[src/rtl/tuc_params.svh]
/*
  constants of the timer update control block: register indices,
  field positions, reset values and codes.
  assumes inclusion by bare name from the package and the design modules.
*/
`ifndef TUC_PARAMS_SVH
`define TUC_PARAMS_SVH

// register indices as printed; byte address is four times the index
`define TUC_IDX_WAVE 8'h01
`define TUC_IDX_IDLE 8'h02
`define TUC_IDX_SPLIT 8'h03
`define TUC_IDX_ECLR 8'h04
`define TUC_IDX_ESET 8'h05
`define TUC_IDX_FCLR 8'h06
`define TUC_IDX_FSET 8'h07
`define TUC_IDX_CTRL 8'h00

// control word fields
`define TUC_ENABLE_BIT 0
`define TUC_WAVE_MODE_LSB 0
`define TUC_WAVE_MODE_MSB 2
`define TUC_AUTOLOCK_BIT 3
`define TUC_CMPEN_LSB 4
`define TUC_CMPEN_MSB 6
`define TUC_DIR_BIT 0
`define TUC_LOCK_BIT 1
`define TUC_CMD_LSB 2
`define TUC_CMD_MSB 3
`define TUC_SPLIT_BIT 0
`define TUC_PERIOD_BUFFER_VALID_BIT 0
`define TUC_CMPBV_LSB 1
`define TUC_CMPBV_MSB 3

// command codes
`define TUC_CMD_NONE 2'h0
`define TUC_CMD_UPDATE 2'h1
`define TUC_CMD_RESTART 2'h2
`define TUC_CMD_HARDRST 2'h3

// reset values and channel count
`define TUC_RST_BYTE 8'h00
`define TUC_RST_WORD 32'h0000_0000
`define TUC_NUM_CH 3

`endif

[src/rtl/tuc_pkg.sv]
/*
  types of the timer update control block.
  assumes tuc_params.svh on the include path.
*/
`include "tuc_params.svh"

package tuc_pkg;

  // waveshape_select codes
  typedef enum logic [2:0] {
    TUC_WAVE_NORMAL = 3'h0,
    TUC_WAVE_FREQUENCY = 3'h1,
    TUC_WAVE_RSV2 = 3'h2,
    TUC_WAVE_ONE_RAMP = 3'h3,
    TUC_WAVE_RSV4 = 3'h4,
    TUC_WAVE_TWO_OVF_TOP = 3'h5,
    TUC_WAVE_TWO_OVF_BOTH = 3'h6,
    TUC_WAVE_TWO_OVF_LOW = 3'h7
  } tuc_wave_e;

  // apb request
  typedef struct packed {
    logic psel;
    logic penable;
    logic pwrite;
    logic [31:0] paddr;
    logic [31:0] pwdata;
  } tuc_apb_req_s;

  // apb answer
  typedef struct packed {
    logic pready;
    logic pslverr;
    logic [31:0] prdata;
  } tuc_apb_rsp_s;

  // decoded mode behaviour
  typedef struct packed {
    logic top_is_cmp0;
    logic update_at_bottom;
    logic ovf_at_top;
    logic ovf_at_bottom;
    logic wave_active;
    logic count_down_start;
    logic reserved;
  } tuc_mode_s;

  // datapath events seen by the block
  typedef struct packed {
    logic at_top;
    logic at_bottom;
    logic period_buffer_wr;
    logic [2:0] cmpbuf_wr;
    logic hw_dir_valid;
    logic hw_dir;
  } tuc_evt_s;

endpackage

[src/rtl/tuc_mode_decode.sv]
/*
  decodes waveshape_select into top, update and overflow behaviour.
  assumes a registered mode code from the same clock domain.
*/
module tuc_mode_decode (
  // mode in
  input wire logic [2:0] mode,
  // decoded behaviour
  output tuc_pkg::tuc_mode_s info
);

  always_comb begin
    info = '0;
    unique case (tuc_pkg::tuc_wave_e'(mode))
      tuc_pkg::TUC_WAVE_NORMAL: begin
        info.ovf_at_top = 1'b1;
      end
      tuc_pkg::TUC_WAVE_FREQUENCY: begin
        info.top_is_cmp0 = 1'b1;
        info.ovf_at_top = 1'b1;
        info.wave_active = 1'b1;
      end
      tuc_pkg::TUC_WAVE_ONE_RAMP: begin
        info.update_at_bottom = 1'b1;
        info.ovf_at_bottom = 1'b1;
        info.wave_active = 1'b1;
      end
      tuc_pkg::TUC_WAVE_TWO_OVF_TOP: begin
        info.update_at_bottom = 1'b1;
        info.ovf_at_top = 1'b1;
        info.wave_active = 1'b1;
      end
      tuc_pkg::TUC_WAVE_TWO_OVF_BOTH: begin
        info.update_at_bottom = 1'b1;
        info.ovf_at_top = 1'b1;
        info.ovf_at_bottom = 1'b1;
        info.wave_active = 1'b1;
      end
      tuc_pkg::TUC_WAVE_TWO_OVF_LOW: begin
        info.update_at_bottom = 1'b1;
        info.ovf_at_bottom = 1'b1;
        info.wave_active = 1'b1;
      end
      default: begin
        info.reserved = 1'b1;
      end
    endcase
  end

endmodule

[src/rtl/tuc_pin_mux.sv]
/*
  per-channel pin routing of the waveform result.
  assumes all inputs from logic on mclk; output is combinational and is
  registered by the parent.
*/
`include "tuc_params.svh"

module tuc_pin_mux (
  // selection
  input wire logic wave_active,
  input wire logic [2:0] cmp_en,
  // sources
  input wire logic [2:0] wave_level,
  input wire logic [2:0] port_level,
  // result
  output logic [2:0] pin_level,
  output logic [2:0] pin_override
);

  genvar ch;
  generate
    for (ch = 0; ch < `TUC_NUM_CH; ch++) begin : g_ch
      // enabled channel overrides the port register in waveform modes, not in normal or reserved modes
      assign pin_override[ch] = wave_active & cmp_en[ch];
      assign pin_level[ch] = pin_override[ch] ? wave_level[ch]
                                              : port_level[ch];
    end
  endgenerate

endmodule

[src/rtl/tuc_top.sv]
/*
  timer update control: control registers, lock-update handling,
  buffer-valid tracking, command decode and waveform pin routing.
  assumes an apb master on mclk and a counter datapath that reports
  top/bottom events and buffer writes; port levels come from pins.
*/
`include "tuc_params.svh"

//Overview of operation
// - auto-lock holds update_lock set until all enabled compare buffers valid
// - once cleared, update_lock stays clear until update, then sets again
// - without auto-lock only software changes update_lock
// - mode 000 normal, 001 frequency with cmp0 top; 010, 100 reserved
// - mode 011 one-ramp pwm: update and overflow at bottom
// - modes 101-111 two-ramp: update bottom, overflow top, both or bottom
// - normal mode drives no waveform onto pins
// - waveform reaches a pin only with its compare_output_enable set
// - while disabled, compare_output_level writes drive waveform outputs
// - dual_8bit_select splits unit into two 8-bit counters
// - writing one in the E clear register clears that bit
// - writing one in the E set register sets that bit
// - E set and E clear addresses read the same status
// - command 1 update, 2 restart, 3 hard reset unless enabled
// - command field always reads zero
// - update_lock set blocks buffer copy on update
// - update_lock clear lets update copy buffers at once
// - direction bit: 0 up, 1 down; hardware or software may write
// - compare_buffer_valid set on buffer write, cleared on update
// - period_buffer_valid set on buffer write, cleared on update
// - writing one to F clear clears only that valid bit
// - in waveform modes a set enable overrides the port output
module tuc_top (
  // clock and reset
  input wire logic mclk,
  input wire logic sys_rst,
  input wire logic clk_en,
  // apb slave
  input wire tuc_pkg::tuc_apb_req_s apb_req,
  output tuc_pkg::tuc_apb_rsp_s apb_rsp,
  // datapath events
  input wire tuc_pkg::tuc_evt_s evt,
  input wire logic [2:0] wave_result,
  // port output register levels from pins
  input wire logic [2:0] port_level_pin,
  // control to datapath
  output logic timer_enable,
  output logic [2:0] waveshape_select,
  output logic count_dir,
  output logic dual_8bit_select,
  output logic copy_buffers,
  output logic restart_pulse,
  output logic hard_reset_pulse,
  output logic top_is_cmp0,
  output logic [2:0] wave_level,
  // pins
  output logic [2:0] pin_level,
  output logic [2:0] pin_override
);

  // ------------------------------------------------------------
  // state
  // ------------------------------------------------------------
  typedef struct packed {
    logic [2:0] port_m;
    logic [2:0] port_s;
    logic enable;
    logic [2:0] wave_mode;
    logic auto_lock_enable;
    logic [2:0] compare_output_enable;
    logic [2:0] compare_output_level;
    logic dual_8bit_select;
    logic update_lock;
    logic dir;
    logic period_buffer_valid;
    logic [2:0] compare_buffer_valid;
    logic copy;
    logic restart;
    logic hard_reset;
    logic top_cmp0;
    logic [2:0] pin_level;
    logic [2:0] pin_override;
    tuc_pkg::tuc_apb_rsp_s rsp;
  } tuc_state_s;

  tuc_state_s r;
  tuc_state_s next_r;
  tuc_pkg::tuc_mode_s mode_info;
  logic [2:0] mux_level;
  logic [2:0] mux_override;
  logic [2:0] live_wave;

  // word index of a byte address; -1 pattern when unaligned or at byte address 0x400 and above
  function automatic logic [7:0] reg_index(input logic [31:0] addr);
    if (addr[1:0] != 2'h0 || addr[31:10] != 22'h0) begin
      reg_index = 8'hff;
    end else begin
      reg_index = addr[9:2];
    end
  endfunction

  tuc_mode_decode u_mode (
    .mode(r.wave_mode),
    .info(mode_info)
  );

  // waveform value: level bits while stopped, generator while running
  assign live_wave = r.enable ? wave_result : r.compare_output_level;

  tuc_pin_mux u_mux (
    .wave_active(mode_info.wave_active),
    .cmp_en(r.compare_output_enable),
    .wave_level(live_wave),
    .port_level(r.port_s),
    .pin_level(mux_level),
    .pin_override(mux_override)
  );

  // ------------------------------------------------------------
  // next state
  // ------------------------------------------------------------
  logic wr;
  logic rd;
  logic [7:0] idx;
  logic [7:0] wb;
  logic update_evt;
  logic [2:0] en_mask;
  logic [1:0] cmd;
  logic [7:0] rdata;

  always_comb begin
    next_r = r;
    wr = apb_req.psel & apb_req.penable & apb_req.pwrite;
    rd = apb_req.psel & ~apb_req.pwrite;
    idx = reg_index(apb_req.paddr);
    wb = apb_req.pwdata[7:0];
    cmd = `TUC_CMD_NONE;
    rdata = `TUC_RST_BYTE;
    // pin sampling, two flops
    next_r.port_m = port_level_pin;
    next_r.port_s = r.port_m;
    next_r.copy = 1'b0;
    next_r.restart = 1'b0;
    next_r.hard_reset = 1'b0;
    // apb: zero wait state answer
    next_r.rsp.pready = apb_req.psel & ~apb_req.penable;
    next_r.rsp.pslverr = 1'b0;
    next_r.rsp.prdata = `TUC_RST_WORD;

    // register writes
    if (wr & r.rsp.pready) begin
      unique case (idx)
        `TUC_IDX_CTRL: next_r.enable = wb[`TUC_ENABLE_BIT];
        `TUC_IDX_WAVE: begin
          next_r.wave_mode = wb[`TUC_WAVE_MODE_MSB:`TUC_WAVE_MODE_LSB];
          next_r.auto_lock_enable = wb[`TUC_AUTOLOCK_BIT];
          // arming auto-lock locks at once until the buffers are valid
          if (wb[`TUC_AUTOLOCK_BIT]) next_r.update_lock = 1'b1;
          next_r.compare_output_enable = wb[`TUC_CMPEN_MSB:`TUC_CMPEN_LSB];
        end
        `TUC_IDX_IDLE: begin
          if (!r.enable) begin
            next_r.compare_output_level = wb[2:0];
          end
        end
        `TUC_IDX_SPLIT: next_r.dual_8bit_select = wb[`TUC_SPLIT_BIT];
        `TUC_IDX_ECLR: begin
          if (wb[`TUC_LOCK_BIT]) next_r.update_lock = 1'b0;
          if (wb[`TUC_DIR_BIT]) next_r.dir = 1'b0;
          cmd = wb[`TUC_CMD_MSB:`TUC_CMD_LSB];
        end
        `TUC_IDX_ESET: begin
          if (wb[`TUC_LOCK_BIT]) next_r.update_lock = 1'b1;
          if (wb[`TUC_DIR_BIT]) next_r.dir = 1'b1;
          cmd = wb[`TUC_CMD_MSB:`TUC_CMD_LSB];
        end
        `TUC_IDX_FCLR: begin
          if (wb[`TUC_PERIOD_BUFFER_VALID_BIT]) next_r.period_buffer_valid = 1'b0;
          next_r.compare_buffer_valid = r.compare_buffer_valid &
              ~wb[`TUC_CMPBV_MSB:`TUC_CMPBV_LSB];
        end
        `TUC_IDX_FSET: begin
          if (wb[`TUC_PERIOD_BUFFER_VALID_BIT]) next_r.period_buffer_valid = 1'b1;
          next_r.compare_buffer_valid = r.compare_buffer_valid |
              wb[`TUC_CMPBV_MSB:`TUC_CMPBV_LSB];
        end
        default: ;
      endcase
    end

    // hardware direction from mode or event action
    if (evt.hw_dir_valid) begin
      next_r.dir = evt.hw_dir;
    end

    // command decode
    unique case (cmd)
      `TUC_CMD_UPDATE: ;
      `TUC_CMD_RESTART: next_r.restart = 1'b1;
      `TUC_CMD_HARDRST: next_r.hard_reset = ~r.enable;
      default: ;
    endcase

    // update condition per mode
    update_evt = (cmd == `TUC_CMD_UPDATE) | (r.enable &
        (mode_info.update_at_bottom ? evt.at_bottom : evt.at_top));

    if (update_evt) begin
      next_r.copy = ~r.update_lock;
      if (!r.update_lock) begin
        next_r.period_buffer_valid = 1'b0;
        next_r.compare_buffer_valid = '0;
      end
      if (r.auto_lock_enable) begin
        next_r.update_lock = 1'b1;
      end
    end

    // buffer writes set valid, winning over the update clear
    if (evt.period_buffer_wr) next_r.period_buffer_valid = 1'b1;
    next_r.compare_buffer_valid = next_r.compare_buffer_valid |
        evt.cmpbuf_wr;

    // auto-lock release once every enabled channel holds a valid buffer
    en_mask = r.compare_output_enable;
    if (r.auto_lock_enable && !update_evt &&
        ((r.compare_buffer_valid & en_mask) == en_mask)) begin
      next_r.update_lock = 1'b0;
    end

    // hard reset returns the control state to reset values
    if (r.hard_reset) begin
      next_r.wave_mode = '0;
      next_r.auto_lock_enable = 1'b0;
      next_r.compare_output_enable = '0;
      next_r.compare_output_level = '0;
      next_r.dual_8bit_select = 1'b0;
      next_r.update_lock = 1'b0;
      next_r.dir = 1'b0;
      next_r.period_buffer_valid = 1'b0;
      next_r.compare_buffer_valid = '0;
    end

    // read data
    unique case (idx)
      `TUC_IDX_CTRL: rdata = {7'h00, r.enable};
      `TUC_IDX_WAVE: rdata = {1'b0, r.compare_output_enable,
                              r.auto_lock_enable, r.wave_mode};
      `TUC_IDX_IDLE: rdata = {5'h00, r.compare_output_level};
      `TUC_IDX_SPLIT: rdata = {7'h00, r.dual_8bit_select};
      `TUC_IDX_ECLR, `TUC_IDX_ESET:
        rdata = {6'h00, r.update_lock, r.dir};
      `TUC_IDX_FCLR, `TUC_IDX_FSET:
        rdata = {4'h0, r.compare_buffer_valid, r.period_buffer_valid};
      default: rdata = `TUC_RST_BYTE;
    endcase
    if (rd && !apb_req.penable) begin
      next_r.rsp.prdata = {24'h000000, rdata};
    end
    if (apb_req.psel && !apb_req.penable && idx == 8'hff) begin
      next_r.rsp.pslverr = 1'b1;
    end

    next_r.pin_level = mux_level;
    next_r.pin_override = mux_override;
    next_r.top_cmp0 = mode_info.top_is_cmp0;
  end

  // ------------------------------------------------------------
  // registers
  // ------------------------------------------------------------
  always_ff @(posedge mclk) begin
    if (sys_rst) begin
      r <= '0;
    end else if (clk_en) begin
      r <= next_r;
    end
  end

  assign apb_rsp = r.rsp;
  assign timer_enable = r.enable;
  assign waveshape_select = r.wave_mode;
  assign count_dir = r.dir;
  assign dual_8bit_select = r.dual_8bit_select;
  assign copy_buffers = r.copy;
  assign restart_pulse = r.restart;
  assign hard_reset_pulse = r.hard_reset;
  assign top_is_cmp0 = r.top_cmp0;
  assign wave_level = r.compare_output_level;
  assign pin_level = r.pin_level;
  assign pin_override = r.pin_override;

  // ------------------------------------------------------------
  // checks
  // ------------------------------------------------------------
  property p_lock_copy;
    @(posedge mclk) disable iff (sys_rst)
      r.copy |-> !$past(r.update_lock);
  endproperty
  a_lock_copy: assert property (p_lock_copy)
    else $error("buffer copy while locked");

  property p_unlock_copy;
    @(posedge mclk) disable iff (sys_rst)
      (clk_en && r.enable && !r.update_lock && !mode_info.update_at_bottom
       && evt.at_top) |=> r.copy;
  endproperty
  a_unlock_copy: assert property (p_unlock_copy)
    else $error("no copy on update while unlocked");

  property p_autolock_release;
    @(posedge mclk) disable iff (sys_rst)
      (clk_en && r.auto_lock_enable && r.update_lock && !update_evt &&
       !r.hard_reset && (r.compare_buffer_valid &
       r.compare_output_enable) == r.compare_output_enable)
      |=> !r.update_lock;
  endproperty
  a_autolock_release: assert property (p_autolock_release)
    else $error("auto-lock did not release");

  property p_relock;
    @(posedge mclk) disable iff (sys_rst)
      (clk_en && r.auto_lock_enable && update_evt && !r.hard_reset)
      |=> r.update_lock;
  endproperty
  a_relock: assert property (p_relock)
    else $error("lock not set again on update");

  property p_hw_hands_off;
    @(posedge mclk) disable iff (sys_rst)
      (clk_en && !r.auto_lock_enable && !(wr && r.rsp.pready) &&
       !r.hard_reset) |=> $stable(r.update_lock);
  endproperty
  a_hw_hands_off: assert property (p_hw_hands_off)
    else $error("lock moved without auto-lock");

  property p_cmd_zero;
    @(posedge mclk) disable iff (sys_rst)
      (apb_rsp.pready && (reg_index(apb_req.paddr) == `TUC_IDX_ESET))
      |-> apb_rsp.prdata[3:2] == 2'h0;
  endproperty
  a_cmd_zero: assert property (p_cmd_zero)
    else $error("command field read non-zero");

  property p_hardrst_enabled;
    @(posedge mclk) disable iff (sys_rst)
      hard_reset_pulse |-> !$past(r.enable);
  endproperty
  a_hardrst_enabled: assert property (p_hardrst_enabled)
    else $error("hard reset taken while enabled");

  property p_normal_no_wave;
    @(posedge mclk) disable iff (sys_rst)
      (clk_en && r.wave_mode == 3'h0) |=> pin_override == 3'h0;
  endproperty
  a_normal_no_wave: assert property (p_normal_no_wave)
    else $error("pin override in normal mode");

endmodule

[config.mk]
export PLATFORM = sky130hd
export DESIGN_NAME = tuc_top
export DESIGN_NICKNAME = d
export VERILOG_FILES = /design/src/rtl/tuc_pkg.sv /design/src/rtl/tuc_mode_decode.sv /design/src/rtl/tuc_pin_mux.sv /design/src/rtl/tuc_top.sv
export VERILOG_INCLUDE_DIRS = /design/src /design/src/rtl
export SDC_FILE = /design/constraint.sdc
export NUM_CORES = 1
export LEC_CHECK = 0
export BUFFER_PORTS_ARGS = -buffer_cell sky130_fd_sc_hd__buf_2
export CORE_MARGIN = 4
export CORE_UTILIZATION = 43
export DETAILED_ROUTE_END_ITERATION = 6
export GPL_TIMING_DRIVEN = 0
export PLACE_DENSITY = 0.79
export SLEW_MARGIN = 25
export SYNTH_ARGS = -nofsm -noshare
export SYNTH_HDL_FRONTEND = slang
export SYNTH_HIERARCHICAL = 1
export SYNTH_SLANG_ARGS = --single-unit
[constraint.sdc]
create_clock -name mclk -period 1.9 [get_ports mclk]
set_input_delay 0.19 -clock mclk [delete_from_list [all_inputs] [get_ports mclk]]
set_output_delay 0.19 -clock mclk [all_outputs]
set_load 0.005 [all_outputs]
Word-level counts from Yosys, hierarchy flattened:

Index checks and enable logic that the tools add are counted.

* register bits: 68
* latch bits: 0
* bits in writable memories: 0
* bits in read-only memories: 0
* input bits: 84
* output and inout bits: 53
* memories kept: 0

* $add $sub $neg: 0
* $mul: 0
* div/mod/pow operators: 0
* $lt $le $gt $ge: 0
* equality and inequality tests: 20
* shift-type cells: 0
* multiplexer cells: 39
* bitwise gates (word level): 19
* reductions and logical operators: 26

Operator list (count)
* $pmux 7 s6: 1
* $mux 17: 2
* $eq 8x3->1 const B: 4
* $mux 1: 23
* $reduce_bool 22->1: 1
* $eq 8x2->1 const B: 2
* $mux 8: 2
* $reduce_bool 2->1: 5
* $and 1x1->1: 9
* $eq 3x3->1 const B: 3
* $mux 3: 3
* $reduce_and 3->1: 3
* $eq 8x1->1 const B: 1
* $eq 8x8->1 const B: 1
* $logic_not 8->1: 1
* $ne 4x4->1 const B: 2
* $pmux 4 s2: 1
* $mux 7: 1
* $and 3x3->3: 2
* $or 3x3->3: 2
* $logic_and 1x1->1: 5
* $mux 5: 1
* $reduce_and 5->1: 1
* $reduce_or 5->1: 1
* other kinds (20): 27

Logic depth before layout (Yosys ltp):

* depth in word-level cells: 14
* depth in mapped cells: 7
* gate-level depth less buffers: 6

Hierarchy:

Netlist, hierarchy kept.

Modules (own cells, without submodules)
* tuc_top: times used 1, cells each 299, area an instance 2602.5 µm², sequential area each 860.8 µm²
* tuc_mode_decode: times used 1, cells each 11, area an instance 92.6 µm², sequential area each 0.0 µm²
* tuc_pin_mux: times used 1, cells each 6, area an instance 71.3 µm², sequential area each 0.0 µm²

Worst setup path after synthesis:

No wires, ideal clock.

* path kind: in2reg
* from: input apb_req[59] in the netlist's numbering
* to: register r (netlist bit dual_8bit_select)
* setup time: 0.127 ns
* data arrival time: 1.528 ns
* setup slack: 0.245 ns
* stages on the path: 5
* path buffers: 0
* path through: nor4_2 -> nand4_2 -> or4_1 -> a21oi_1 -> o32ai_2

* cells in the longest elaborated chain, start to end: 6

RTL lines
* start, declared: RTL line tuc_top.sv:38 `input wire tuc_pkg::tuc_apb_req_s apb_req,`
* $reduce_bool 22->1: RTL line tuc_top.sv:94 `if (addr[1:0] != 2'h0 || addr[31:10] != 22'h0) begin`
* $logic_or 1x1->1: RTL line tuc_top.sv:94
* $mux 8: RTL line tuc_top.sv:94
* $eq 8x2->1: RTL line tuc_top.sv:151 `unique case (idx)`
* $reduce_bool 2->1 (no source line)
* $reduce_and 3->1 (no source line)
* end signal, assigned: RTL line tuc_top.sv:275 `r <= next_r;`
* end, declared: RTL line tuc_top.sv:85 `tuc_state_s r;`

No other way between the ends.
A chain may end at the register's enable or synchronous reset.

==> results by group <==
Drt
  – Residual DRC: 0
  – Via count: 2575
  – TritonRoute pass-1 iters: 5
  – Final ANT Viol Nets: 0
  – Drt total wl: 7.56 mm
  – Drt via density: 5.15
  – Initial drt markers: 200
  – Per-cell routed wire length: 15.1 um

Global route
  – Pin count of the biggest net entering global routing: 16
  – First-pass GRT wire length: 11.9 mm
  – Initial antenna violation count: 0
  – Total GRT Usage: 19.8%
  – Vias in the first global route: 2463
  – Total global routing overflow: 0

Power
  – Sw frac: 28.2%
  – Pwr/cell area: 533 nW/um^2
  – Pint: 1.31 mW
  – VDD IR max: 0.280 mV
  – Clock Power Share: 34.1%
  – Reg power frac: 51.1%
  – Sw Pwr: 515 uW
  – Leak: 1.59 nW
  – Gate power share: 14.8%

Timing
  – # setup viols final: 0
  – Setup TNS: 0 ps
  – Measured slew at the worst slew-check pin: 684 ps
  – Final hold viol count: 0
  – Min Tclk post-route: 1830 ps
  – Final slew viol count: 0
  – Final worst setup slack: 72.9 ps
  – Rel. slew slack: 54.4%
  – Period utilization: 96.2%
  – Worst Skew: 5.42 ps
  – RSZ-0062 raised after global routing: false
  – Fmax: 547 MHz

Worst setup path
  – WP data arrival: 2070 ps
  – CP Data Required Time: 2140 ps
  – Crit path capture type: register
  – FF-to-FF Start: waveshape_select[1]
  – Classification of the worst setup path: reg2reg
  – Critical path launch point type: register
  – Crit. Startpoint: waveshape_select[1]
  – Crit path max fanout: 4

Synthesis
  – Syn avg cell area: 8.78 sq um
  – Synth Instances: 309
  – Synth warnings: 6
  – Post-Synthesis Cell Area: 2710 sq um

Placed design
  – Pre-CTS WS: -65.6 ps
  – I/O Buffers: 84
  – Gpl congestion: 0.930
  – Dpl hpwl: 6.00 mm
  – Placed Instance Area: 3320 sq um
  – Cells after DPL: 492

Clocking
  – Clk_lat worst skew: 300 ps
  – CTS clk-pin slew, worst paths: 90 ps
  – Clock root cell: clkbuf_8
  – Buffer depth of the longest clock path: 2
  – H-tree level count: 2
  – Sink Count: 43
  – CTS tree: built
  – Post-CTS setup buffer count: 0
  – CTS Buf Count: 5

Final layout
  – Fillers: 592
  – Sequential cell area: 861 sq um
  – Multi-input logic area: 1510 sq um
  – Area growth, synth to finish: 26.5%
  – Commonest cells after routing, fill and taps aside: 85 x buf_2, 47 x buf_4, 43 x dfxtp_1
  – Fin nets: 508
  – Final non-filler cell total: 500
  – Commonest non-fill, non-tap cell in the layout: buf_2
  – Final Cell Area: 3430 sq um
  – Ant diodes: 0
  – Layout cells sized above 1: 41.2%
  – Final Util: 56.9%

Job
  – Max-cap violations: 0

Floorplan
  – I/O pins: 137
  – Die Ht: 87.4 um
  – Die X: 87.4 um
  – Die ar.: 7640 sq um
  – Core Footprint: 6030 sq um
  – Site Rows: 28
  – Initial Utilization: 45.0%

Min path
  – Hold/Removal Path Class: in2reg
  – Beginning of the worst hold path: apb_req[6]

Run status
  – Status: finished, final reports clean
-- power groups by stage --
stage | registers [mW] | clock network, mW | logic (mW)
finish | 0.934 | 0.624 | 0.271
global route | 0.937 | 0.664 | 0.297
CTS | 0.934 | 0.624 | 0.266
detailed placement | 0.955 | 0 | 0.265
global placement | 0.954 | 0 | 0.260
floorplan | 0.949 | 0 | 0.161
-- metal layers --
metal	routed length, um	track usage (%)
met1	3160	26.1
met2	3660	31.8
met3	663	4.92
met4	82	5.72
met5	0	0
-- critical path, cell delays in order (launching register included) --
cell     delay [ps]
dfxtp_1         380
buf_6           140
maj3_2          310
mux2_2          280
nand2_1         120
nor2_1           70
a211o_1         320
o21ai_1         140
-- state kept, by name, indices dropped and copies added, names as in the netlist, 3 cells and up --
name              cells
pin_override          3
next_r                3
apb_rsp               9
wave_level            3
pin_level             3
en_mask               3
waveshape_select      3
r                     9
-- repair_timing --
item,CTS,global route
resized for setup,1,5
pin swaps,0,0
hold buffers,0,0
setup endpoints to repair,3,11
-- cell type report --
class / instances / area share, %
clock buffer: 5 / 2.01
sequential: 43 / 25.1
clock inverter: 3 / 0.693
buffer: 61 / 12.2
timing repair buffer: 84 / 12.3
tap: 75 / 2.74
inverter: 10 / 1.09
multi-input combinational: 219 / 43.9
-- per-stage QoR --
step	hold WS [ps]	power [mW]
after floorplan	316	1.11
after global placement	405	1.21
after detailed placement	405	1.22
after CTS	85.8	1.82
after global routing	81.0	1.90
final	89.0	1.83
-- final timing paths --
path / end / slack, ps / cells after the start
max reg2reg: r[44] / 70 / 7
max: r[44] / 70 / 7
min reg2reg: apb_rsp[2] / 450 / 2
min: en_mask[2] / 90 / 2
No activity file was read; power rests on OpenSTA's default activity.
